===== src/inc/stat_irq_pkg.sv =====
// Constants and carrier types for the latched status and interrupt logic
package stat_irq_pkg;
    localparam int          NUM_FRAMERS   = 4;
    localparam int          NUM_REGS      = 9;
    localparam int          NUM_LATCHED   = 5;
    localparam logic [7:0]  SUMMARY_BASE  = 8'ha0;
    localparam logic [3:0]  REG_STATUS_ONE  = 4'h0;
    localparam logic [3:0]  REG_STATUS_TWO  = 4'h1;
    localparam logic [3:0]  REG_RX_INFO_ONE = 4'h2;
    localparam logic [3:0]  REG_LINK_STATUS = 4'h5;
    localparam logic [7:0]  ALARM_BITS    = 8'h0f;
    localparam logic [7:0]  BYTE_ZERO     = 8'h00;

    typedef struct packed {
        logic       wr;
        logic       rd;
        logic [1:0] framer;
        logic [3:0] reg_sel;
        logic [7:0] wdata;
    } host_req_t;

    typedef struct packed {
        logic [7:0] irq_mask_one;
        logic [7:0] irq_mask_two;
        logic [7:0] link_ctrl_irq_mask;
    } irq_masks_t;
endpackage


===== src/rtl/stat_irq_ctrl.sv =====
// Per-framer latched status registers, interrupt masking and summary
`timescale 1ns/100ps
// Behaviour
// - Nine status-type registers per framer
// - Event or alarm sets its status bit
// - Bits of registers 0 to 4 latch until a mask-one write
// - Read leaves the bit set; only mask-one writes clear it
// - Persisting alarms stay set after read
// - Mask one refreshes view and clears latch
// - Mask zero holds view, latch kept
// - Per-bit mask gates interrupt sources
// - Alarm bits interrupt on every change
// - Alarm interrupt released when bit read
// - Event interrupt on occurrence, released on read
// - Summary: bit 2n status, 2n+1 link
// - Summary answers whole upper address range
module stat_irq_ctrl
    import stat_irq_pkg::*;
(
    // Clock and reset
    input  wire logic                              ref_clk,
    input  wire logic                              rst,
    // Host port
    input  wire host_req_t                         host_req,
    input  wire logic [7:0]                        host_addr,
    output logic [7:0]                             host_rdata,
    // Masks per framer
    input  wire irq_masks_t [NUM_FRAMERS-1:0]      masks,
    // Asynchronous status conditions, framer*register*bit
    input  wire logic [NUM_FRAMERS*NUM_REGS*8-1:0] status_in,
    // Interrupt
    output logic                                   int_n
);
    localparam int NBITS = NUM_FRAMERS * NUM_REGS * 8;

    logic [NBITS-1:0] sync1_r;
    logic [NBITS-1:0] sync2_r;
    logic [NBITS-1:0] view;
    logic [NBITS-1:0] req;
    logic [7:0]       summary_r;
    logic [7:0]       summary_nxt;
    logic [7:0]       rdata_r;
    logic [7:0]       rdata_nxt;
    logic             int_n_r;
    logic             summary_hit;
    logic             any_req;

    // Two-flop synchroniser for the asynchronous conditions
    always_ff @(posedge ref_clk) begin
        if (rst) begin
            sync1_r <= '0;
            sync2_r <= '0;
        end else begin
            sync1_r <= status_in;
            sync2_r <= sync1_r;
        end
    end

    ////////////////////////////////////////////////////////////////////////
    // One cell per bit of every register of every framer. The write and the
    // read strobes are decoded here so each cell sees only its own register;
    // the summary range is kept out so a write there can never clear a latch.
    genvar f, r, b;
    generate
        for (f = 0; f < NUM_FRAMERS; f++) begin : g_fr
            for (r = 0; r < NUM_REGS; r++) begin : g_reg
                for (b = 0; b < 8; b++) begin : g_bit
                    localparam int IDX = (f*NUM_REGS + r)*8 + b;
                    logic sel;
                    assign sel = (host_req.framer == 2'(f)) && (host_req.reg_sel == 4'(r))
                                 && (host_addr < SUMMARY_BASE);
                    status_bit_cell u_cell (
                        .ref_clk  (ref_clk),
                        .rst      (rst),
                        .cond     (sync2_r[IDX]),
                        .is_alarm ((r == 0) && ALARM_BITS[b]),
                        .latching (r < NUM_LATCHED),
                        .mask_wr  (sel & host_req.wr),
                        .mask_bit (host_req.wdata[b]),
                        .rd_stb   (sel & host_req.rd),
                        .read_bit (view[IDX]),
                        .irq_req  (req[IDX])
                    );
                end
            end
        end
    endgenerate

    ////////////////////////////////////////////////////////////////////////
    // Only the two status registers and the first link register may request.
    // The remaining link registers hold level information and stay silent.
    always_comb begin
        summary_nxt = BYTE_ZERO;
        for (int i = 0; i < NUM_FRAMERS; i++) begin
            summary_nxt[2*i] =
                |(req[(i*NUM_REGS+REG_STATUS_ONE)*8 +: 8] & masks[i].irq_mask_one) |
                |(req[(i*NUM_REGS+REG_STATUS_TWO)*8 +: 8] & masks[i].irq_mask_two);
            summary_nxt[2*i+1] =
                |(req[(i*NUM_REGS+REG_LINK_STATUS)*8 +: 8] & masks[i].link_ctrl_irq_mask);
        end
    end

    assign summary_hit = host_addr >= SUMMARY_BASE;
    assign any_req     = |summary_nxt;
    assign rdata_nxt   = summary_hit ? summary_r
                       : view[(32'(host_req.framer)*NUM_REGS + 32'(host_req.reg_sel))*8 +: 8];

    always_ff @(posedge ref_clk) begin
        if (rst) begin
            summary_r <= BYTE_ZERO;
            rdata_r   <= BYTE_ZERO;
            int_n_r   <= 1'b1;
        end else begin
            summary_r <= summary_nxt;
            int_n_r   <= ~any_req;
            if (host_req.rd)
                rdata_r <= rdata_nxt;
        end
    end

    // Pin and summary come from the same term in the same cycle, so a host
    // that polls the summary after seeing the pin low always finds a flag.
    assign host_rdata = rdata_r;
    assign int_n      = int_n_r;

    ////////////////////////////////////////////////////////////////////////
    // Interrupt pin checks
    a_int_follows_req: assert property (@(posedge ref_clk) disable iff (rst)
        any_req |=> !int_n) else $error("interrupt not asserted");
    a_int_idle_high: assert property (@(posedge ref_clk) disable iff (rst)
        !any_req |=> int_n) else $error("interrupt stuck low");
    a_int_matches_sum: assert property (@(posedge ref_clk) disable iff (rst)
        int_n == (summary_r == BYTE_ZERO)) else $error("interrupt and summary disagree");
    // Reset must leave the pin released whatever the conditions are doing
    a_reset_int_high: assert property (@(posedge ref_clk)
        rst |=> int_n) else $error("interrupt low after reset");

    ////////////////////////////////////////////////////////////////////////
    // Host read and write path checks
    a_summary_read: assert property (@(posedge ref_clk) disable iff (rst)
        host_req.rd && summary_hit |=> host_rdata == $past(summary_r)) else $error("summary read wrong");
    // Read data is held between reads so a slow host may sample it late
    a_rdata_holds: assert property (@(posedge ref_clk) disable iff (rst)
        !host_req.rd |=> $stable(host_rdata)) else $error("read data changed without a read");
    // A write into the summary range must not touch any status register
    a_sum_wr_ignored: assert property (@(posedge ref_clk) disable iff (rst)
        host_req.wr && summary_hit |=> $stable(view)) else $error("summary write reached a register");

    ////////////////////////////////////////////////////////////////////////
    // Per-framer summary checks against the masks and the cell requests
    genvar g;
    generate
        for (g = 0; g < NUM_FRAMERS; g++) begin : g_sum_chk
            logic stat_off;
            logic link_off;
            logic one_hit;
            logic link_hit;
            // A framer with every source masked must never raise its flags
            assign stat_off = (masks[g].irq_mask_one == BYTE_ZERO) && (masks[g].irq_mask_two == BYTE_ZERO);
            assign link_off = masks[g].link_ctrl_irq_mask == BYTE_ZERO;
            // An enabled pending request of the first status register
            assign one_hit  = |(req[(g*NUM_REGS+REG_STATUS_ONE)*8 +: 8] & masks[g].irq_mask_one);
            assign link_hit = |(req[(g*NUM_REGS+REG_LINK_STATUS)*8 +: 8] & masks[g].link_ctrl_irq_mask);
            a_status_masked: assert property (@(posedge ref_clk) disable iff (rst)
                stat_off |=> !summary_r[2*g]) else $error("masked status flag raised");
            a_link_masked: assert property (@(posedge ref_clk) disable iff (rst)
                link_off |=> !summary_r[2*g+1]) else $error("masked link flag raised");
            a_status_flag: assert property (@(posedge ref_clk) disable iff (rst)
                one_hit |=> summary_r[2*g]) else $error("status flag missing");
            a_link_flag: assert property (@(posedge ref_clk) disable iff (rst)
                link_hit |=> summary_r[2*g+1]) else $error("link flag missing");
        end
    endgenerate

    ////////////////////////////////////////////////////////////////////////
    // Main scenarios
    c_irq_seen: cover property (@(posedge ref_clk) !int_n);
    c_summary_rd: cover property (@(posedge ref_clk) host_req.rd && summary_hit);
    c_irq_release: cover property (@(posedge ref_clk) !int_n ##1 int_n);
    c_poll_seq: cover property (@(posedge ref_clk) host_req.wr ##2 host_req.rd);
    c_link_flag: cover property (@(posedge ref_clk) summary_r[7]);
endmodule


===== src/rtl/status_bit_cell.sv =====
// One status bit: latch, masked capture and interrupt request
`timescale 1ns/100ps
module status_bit_cell
    import stat_irq_pkg::*;
(
    // Clock and reset
    input  wire logic ref_clk,
    input  wire logic rst,
    // Condition (already synchronised)
    input  wire logic cond,
    input  wire logic is_alarm,
    input  wire logic latching,
    // Host strobes for this register
    input  wire logic mask_wr,
    input  wire logic mask_bit,
    input  wire logic rd_stb,
    // Results
    output logic      read_bit,
    output logic      irq_req
);
    logic cond_d_r;
    logic latch_r;
    logic view_r;
    logic req_r;
    logic rise;
    logic change;
    logic refresh;
    logic bit_read;
    logic req_set;

    assign rise     = cond & ~cond_d_r;
    assign change   = cond ^ cond_d_r;
    assign refresh  = mask_wr & mask_bit;
    assign bit_read = rd_stb & view_r;
    assign read_bit = view_r;
    assign irq_req  = req_r;
    assign req_set  = (is_alarm && change) || (!is_alarm && rise);

    always_ff @(posedge ref_clk) begin
        if (rst) begin
            cond_d_r <= 1'b0;
            latch_r  <= 1'b0;
            view_r   <= 1'b0;
            req_r    <= 1'b0;
        end else begin
            cond_d_r <= cond;
            // New occurrence wins over a clear in the same cycle
            if (!latching)
                latch_r <= cond;
            else if (rise || (is_alarm && cond))
                latch_r <= 1'b1;
            else if (refresh)
                latch_r <= 1'b0;
            if (refresh)
                view_r <= latch_r | rise;
            // Alarms request on both edges, events on occurrence
            if (req_set)
                req_r <= 1'b1;
            else if (bit_read)
                req_r <= 1'b0;
        end
    end

    a_latch_holds: assert property (@(posedge ref_clk) disable iff (rst)
        latching && latch_r && !refresh |=> latch_r) else $error("latched bit lost without a clear");
    a_alarm_persists: assert property (@(posedge ref_clk) disable iff (rst)
        latching && is_alarm && cond |=> latch_r) else $error("present alarm not kept set");
    a_view_held: assert property (@(posedge ref_clk) disable iff (rst)
        !refresh |=> $stable(view_r)) else $error("view changed without a mask one");
    a_read_releases: assert property (@(posedge ref_clk) disable iff (rst)
        bit_read && !req_set |=> !req_r) else $error("request kept after its bit was read");
endmodule


===== config.mk =====
export PLATFORM = sky130hd
export DESIGN_NAME = stat_irq_ctrl
export DESIGN_NICKNAME = d
export VERILOG_FILES = /design/src/inc/stat_irq_pkg.sv /design/src/rtl/stat_irq_ctrl.sv /design/src/rtl/status_bit_cell.sv
export SDC_FILE = /design/constraint.sdc
export NUM_CORES = 2
export LEC_CHECK = 0
export BUFFER_PORTS_ARGS = -buffer_cell sky130_fd_sc_hd__buf_2
export CAP_MARGIN = 20
export CORE_MARGIN = 2
export CORE_UTILIZATION = 40
export DETAILED_ROUTE_END_ITERATION = 8
export GPL_ROUTABILITY_DRIVEN = 0
export PLACE_DENSITY_LB_ADDON = 0.1
export SLEW_MARGIN = 15
export SYNTH_ARGS = -nofsm -noshare
export SYNTH_HDL_FRONTEND = slang
export SYNTH_SLANG_ARGS = --single-unit

===== constraint.sdc =====
create_clock -name ref_clk -period 4 [get_ports ref_clk]
set_clock_uncertainty 0.2 [all_clocks]
set_input_delay 0.4 -clock ref_clk [delete_from_list [all_inputs] [get_ports ref_clk]]
set_output_delay 0.4 -clock ref_clk [all_outputs]
set_load 0.1 [all_outputs]

==> qor.tcl <==
set qor(layout_area_overhead_pct) 23.8
set qor(drt.antenna.violating_nets) 0
set qor(final_setup_violation_count) 0
set qor(synth_seq_cells) 1425
set qor(clock_tree.buffer_depth) 3
set qor(boundaryPins) 419
set qor(mostFrequentLayoutCell) {sky130_fd_sc_hd__dfxtp_1}
set qor(finish.net_count) 5858
set qor(syn_nets) 5207
set qor(synthesis.instances) 4774
set qor(timing.final.max_slew_violations) 0
set qor(finalHoldViolations) 0
set qor(postCtsResizedCells) 0
set qor(grt_pass1_vias) 34000
set qor(cts.clk_slew.worst_paths_ns) 0.06
set qor(post-route-min-period_ns) 3.29
set qor(critPathKind) {flop to flop}
set qor(cap_viol_max_count) 0
set qor(max_clock_freq_ghz) 0.304
set qor(fin_crit_sh_pct) 82.3
set qor(grt_pass1_wl_um) 212000
set qor(post_synth_num_cell_types) 64
set qor(power.share.switching_pct) 23.2
set qor(layout_common_cells) {1425 x sky130_fd_sc_hd__dfxtp_1, 1001 x sky130_fd_sc_hd__nor2b_1, 531 x sky130_fd_sc_hd__a21oi_1}
set qor(global_route.overflow_total) 0
set qor(syn_avg_cell_area_um2) 10.2
set qor(drive_above_1_share_pct) 15.4
set qor(setup_repair_after_global_routing_missed_its_margin) {no}
set qor(drt_pass1_iterations) 5
set qor(yosysWarningCount) 0
set qor(cp.arrival_ns) 3.74
set qor(proportion_of_register_bits_with_asynchronous_set_or_reset_after_synthesis_pct) 0
set qor(place.detailed.hpwl_um) 99000
set qor(root_buffer_master) {sky130_fd_sc_hd__clkbuf_16}
set qor(rr_startpoint) {g_fr[2].g_reg[1].g_bit[5].u_cell.irq_req}
set qor(power_leakage_nw) 22.6
set qor(drtIter0Drc) 2949
set qor(cts.sinks) 1425
set qor(track_usage_pct) 22.4
set qor(post_synth_instance_area_um2) 48700
set qor(multi_input_comb_area_um2) 18800
set qor(p_per_area_nw_per_um2) 511
set qor(grt_antenna_before_repair) 25
set qor(filler_cell_count) 11200
set qor(clock_power_share_pct) 44.5
set qor(switchingPower_mw) 7.15
set qor(routed_wirelength_um) 143000
set qor(floorplan.die.width_um) 353
set qor(worst_setup_sp_type) {flop}
set qor(hold_buffers) 309
set qor(die_area_um2) 125000
set qor(peakVddDrop_uv) 364
set qor(hold_path_class) {input pin to flop}
set qor(cp_data_required_time_ns) 4.45
set qor(worstSetupEndpointType) {flop}
set qor(number_of_buffers_created_by_cts) 149
set qor(buffer_ports.inserted) 413
set qor(postSynth.topFlopCell) {sky130_fd_sc_hd__dfxtp_1}
set qor(slew_headroom_pct) 24.0
set qor(crit_path_max_fanout) 2
set qor(avgRoutedWirePerCell_um) 20.0
set qor(post-cts-setup-buffer-count) 0
set qor(grt_max_degree) 164
set qor(power.internal_mw) 23.7
set qor(remaining_drc_errors) 0
set qor(std_cell_rows) 127
set qor(run_status) {complete, no violations}
set qor(die_height_um) 353
set qor(insertion_delay_ns) 0.76
set qor(vias) 35400
set qor(fp.coreArea_um2) 120000
set qor(tightest_slew_ns) 1.14
set qor(initial_utilization_pct) 40.5
set qor(count_of_flip_flops_with_a_built_in_enable_after_synthesis) 0
set qor(viasPerCell) 4.95
set qor(fin_hold_ws_ns) 0.0357
set qor(tritoncts) {done}
set qor(cts-htree-levels) 4
set qor(setup-tns-final_ns) 0
set qor(min-delay-start) {masks[76]}
set qor(crit_path_start) {g_fr[2].g_reg[1].g_bit[5].u_cell.irq_req}
set qor(ys_seq_area_share_pct) 58.6
set qor(p_comb_share_pct) 6.9
set qor(share_seq_of_total_power_pct) 48.7
set qor(layout.area.seq_um2) 28500
[through the flow]
step | total power, mW | instances | worst slack (ns) | area (um^2) | util, %
3_3_place_gp | 17.2 | 6577 | 0.319 | 52300 | 43.4
6_report | 30.8 | 7154 | 0.709 | 60300 | 50.1
2_1_floorplan | 16.4 | 4774 | 0.752 | 48700 | -
3_5_place_dp | 17.2 | 6577 | 0.288 | 52300 | 43.4
5_1_grt | 31.9 | 7151 | 0.653 | 60300 | 50.1
4_1_cts | 31.1 | 7149 | 0.705 | 60300 | 50.1
[final timing paths]
path         slack (ns)  depth (start not counted)            to
max                0.71                          7  summary_r[4]
min                0.04                          4  summary_r[7]
max reg2reg        0.71                          7  summary_r[4]
min reg2reg        0.22                          1  sync2_r[257]
[worst max-delay path, stage by stage, from the launching register on]
cell and delay, ns:
sky130_fd_sc_hd__dfxtp_1 0.34, sky130_fd_sc_hd__a22o_1 0.21, sky130_fd_sc_hd__a221oi_1 0.28, sky130_fd_sc_hd__dlygate4sd3_1 0.64, sky130_fd_sc_hd__and4_1 0.27, sky130_fd_sc_hd__dlygate4sd3_1 0.61, sky130_fd_sc_hd__nor2_1 0.04, sky130_fd_sc_hd__dlygate4sd3_1 0.58
[power groups by stage]
stage                     Clock, mW  Combinational (mW)  Sequential, mW
after floorplan                   0                1.16            15.2
after global placement            0                1.86            15.3
after global routing           14.6                2.31            15.0
final                          13.7                2.12            15.0
after detailed placement          0                1.87            15.3
after CTS                      14.0                2.13            15.0
[per-layer routing]
metal	vias up	global-route usage (%)	routed length [um]
met1	16800	31.6	67100
met3	193	3.51	8050
met5	-	0	58
li1	17500	-	-
met2	922	35.8	65000
met4	8	5.74	3020
[flip-flops by register name (all words and copies together) (netlist names)]
register,flops
g_fr.g.g_bit.u_cell.latch_r,200
summary_r,8
sync2_r,288
g_fr.g.g_bit.u_cell.irq_req,96
sync1_r,288
host_rdata,8
g_fr.g.g_bit.u_cell.read_bit,288
int_n,1
g_fr.g.g_bit.u_cell.cond_d_r,248
[cell families (layout without fill, tap and decap cells)]
family	Yosys count	count (layout)	synth area share [%]
adders and majority gates	23	23	0.607
other	0	5	0
and+or+nand+nor	2146	2146	24.5
muxes	89	89	3.78
AOI/OAI and AO/OA	775	775	9.70
DFF	1425	1425	58.6
buffers and inverters	314	1077	2.78
xor gates and xnor gates	2	2	0.0514
[cell type report]
class / count / area share [%]
repair buffers: 797 / 9.82
flip-flops and latches: 1425 / 47.3
clock buffers: 221 / 7.24
well taps: 1612 / 3.35
diodes: 5 / 0.0208
inverters: 17 / 0.106
multi-input cells: 3035 / 31.2
clock inverters: 42 / 0.889
[Yosys cell counts (8+ instances only)]
cell type | count | share of area (%)
sky130_fd_sc_hd__buf_4 | 21 | 0.32
sky130_fd_sc_hd__mux2i_1 | 10 | 0.21
sky130_fd_sc_hd__nor3_1 | 272 | 2.8
sky130_fd_sc_hd__a311oi_1 | 128 | 2.3
sky130_fd_sc_hd__a221oi_1 | 16 | 0.29
sky130_fd_sc_hd__nor2_1 | 286 | 2.2
sky130_fd_sc_hd__dfxtp_1 | 1425 | 59
sky130_fd_sc_hd__mux4_2 | 65 | 3.0
sky130_fd_sc_hd__mux4_1 | 8 | 0.43
sky130_fd_sc_hd__ha_1 | 22 | 0.57
sky130_fd_sc_hd__nand2_1 | 394 | 3.0
sky130_fd_sc_hd__nand4_1 | 9 | 0.12
sky130_fd_sc_hd__nor3b_1 | 48 | 0.74
sky130_fd_sc_hd__buf_1 | 18 | 0.14
sky130_fd_sc_hd__a22o_1 | 17 | 0.31
sky130_fd_sc_hd__nor4_4 | 17 | 0.74
sky130_fd_sc_hd__nor2b_1 | 1001 | 13
sky130_fd_sc_hd__clkbuf_1 | 211 | 1.6
sky130_fd_sc_hd__a21oi_1 | 531 | 5.5
sky130_fd_sc_hd__a22oi_1 | 18 | 0.28
sky130_fd_sc_hd__buf_2 | 42 | 0.43
sky130_fd_sc_hd__a211oi_1 | 26 | 0.40
sky130_fd_sc_hd__nand2b_1 | 50 | 0.64
sky130_fd_sc_hd__nor4b_2 | 12 | 0.37
sky130_fd_sc_hd__inv_1 | 17 | 0.13
sky130_fd_sc_hd__nor2_2 | 9 | 0.12
Power figures use the tool's default switching activity.
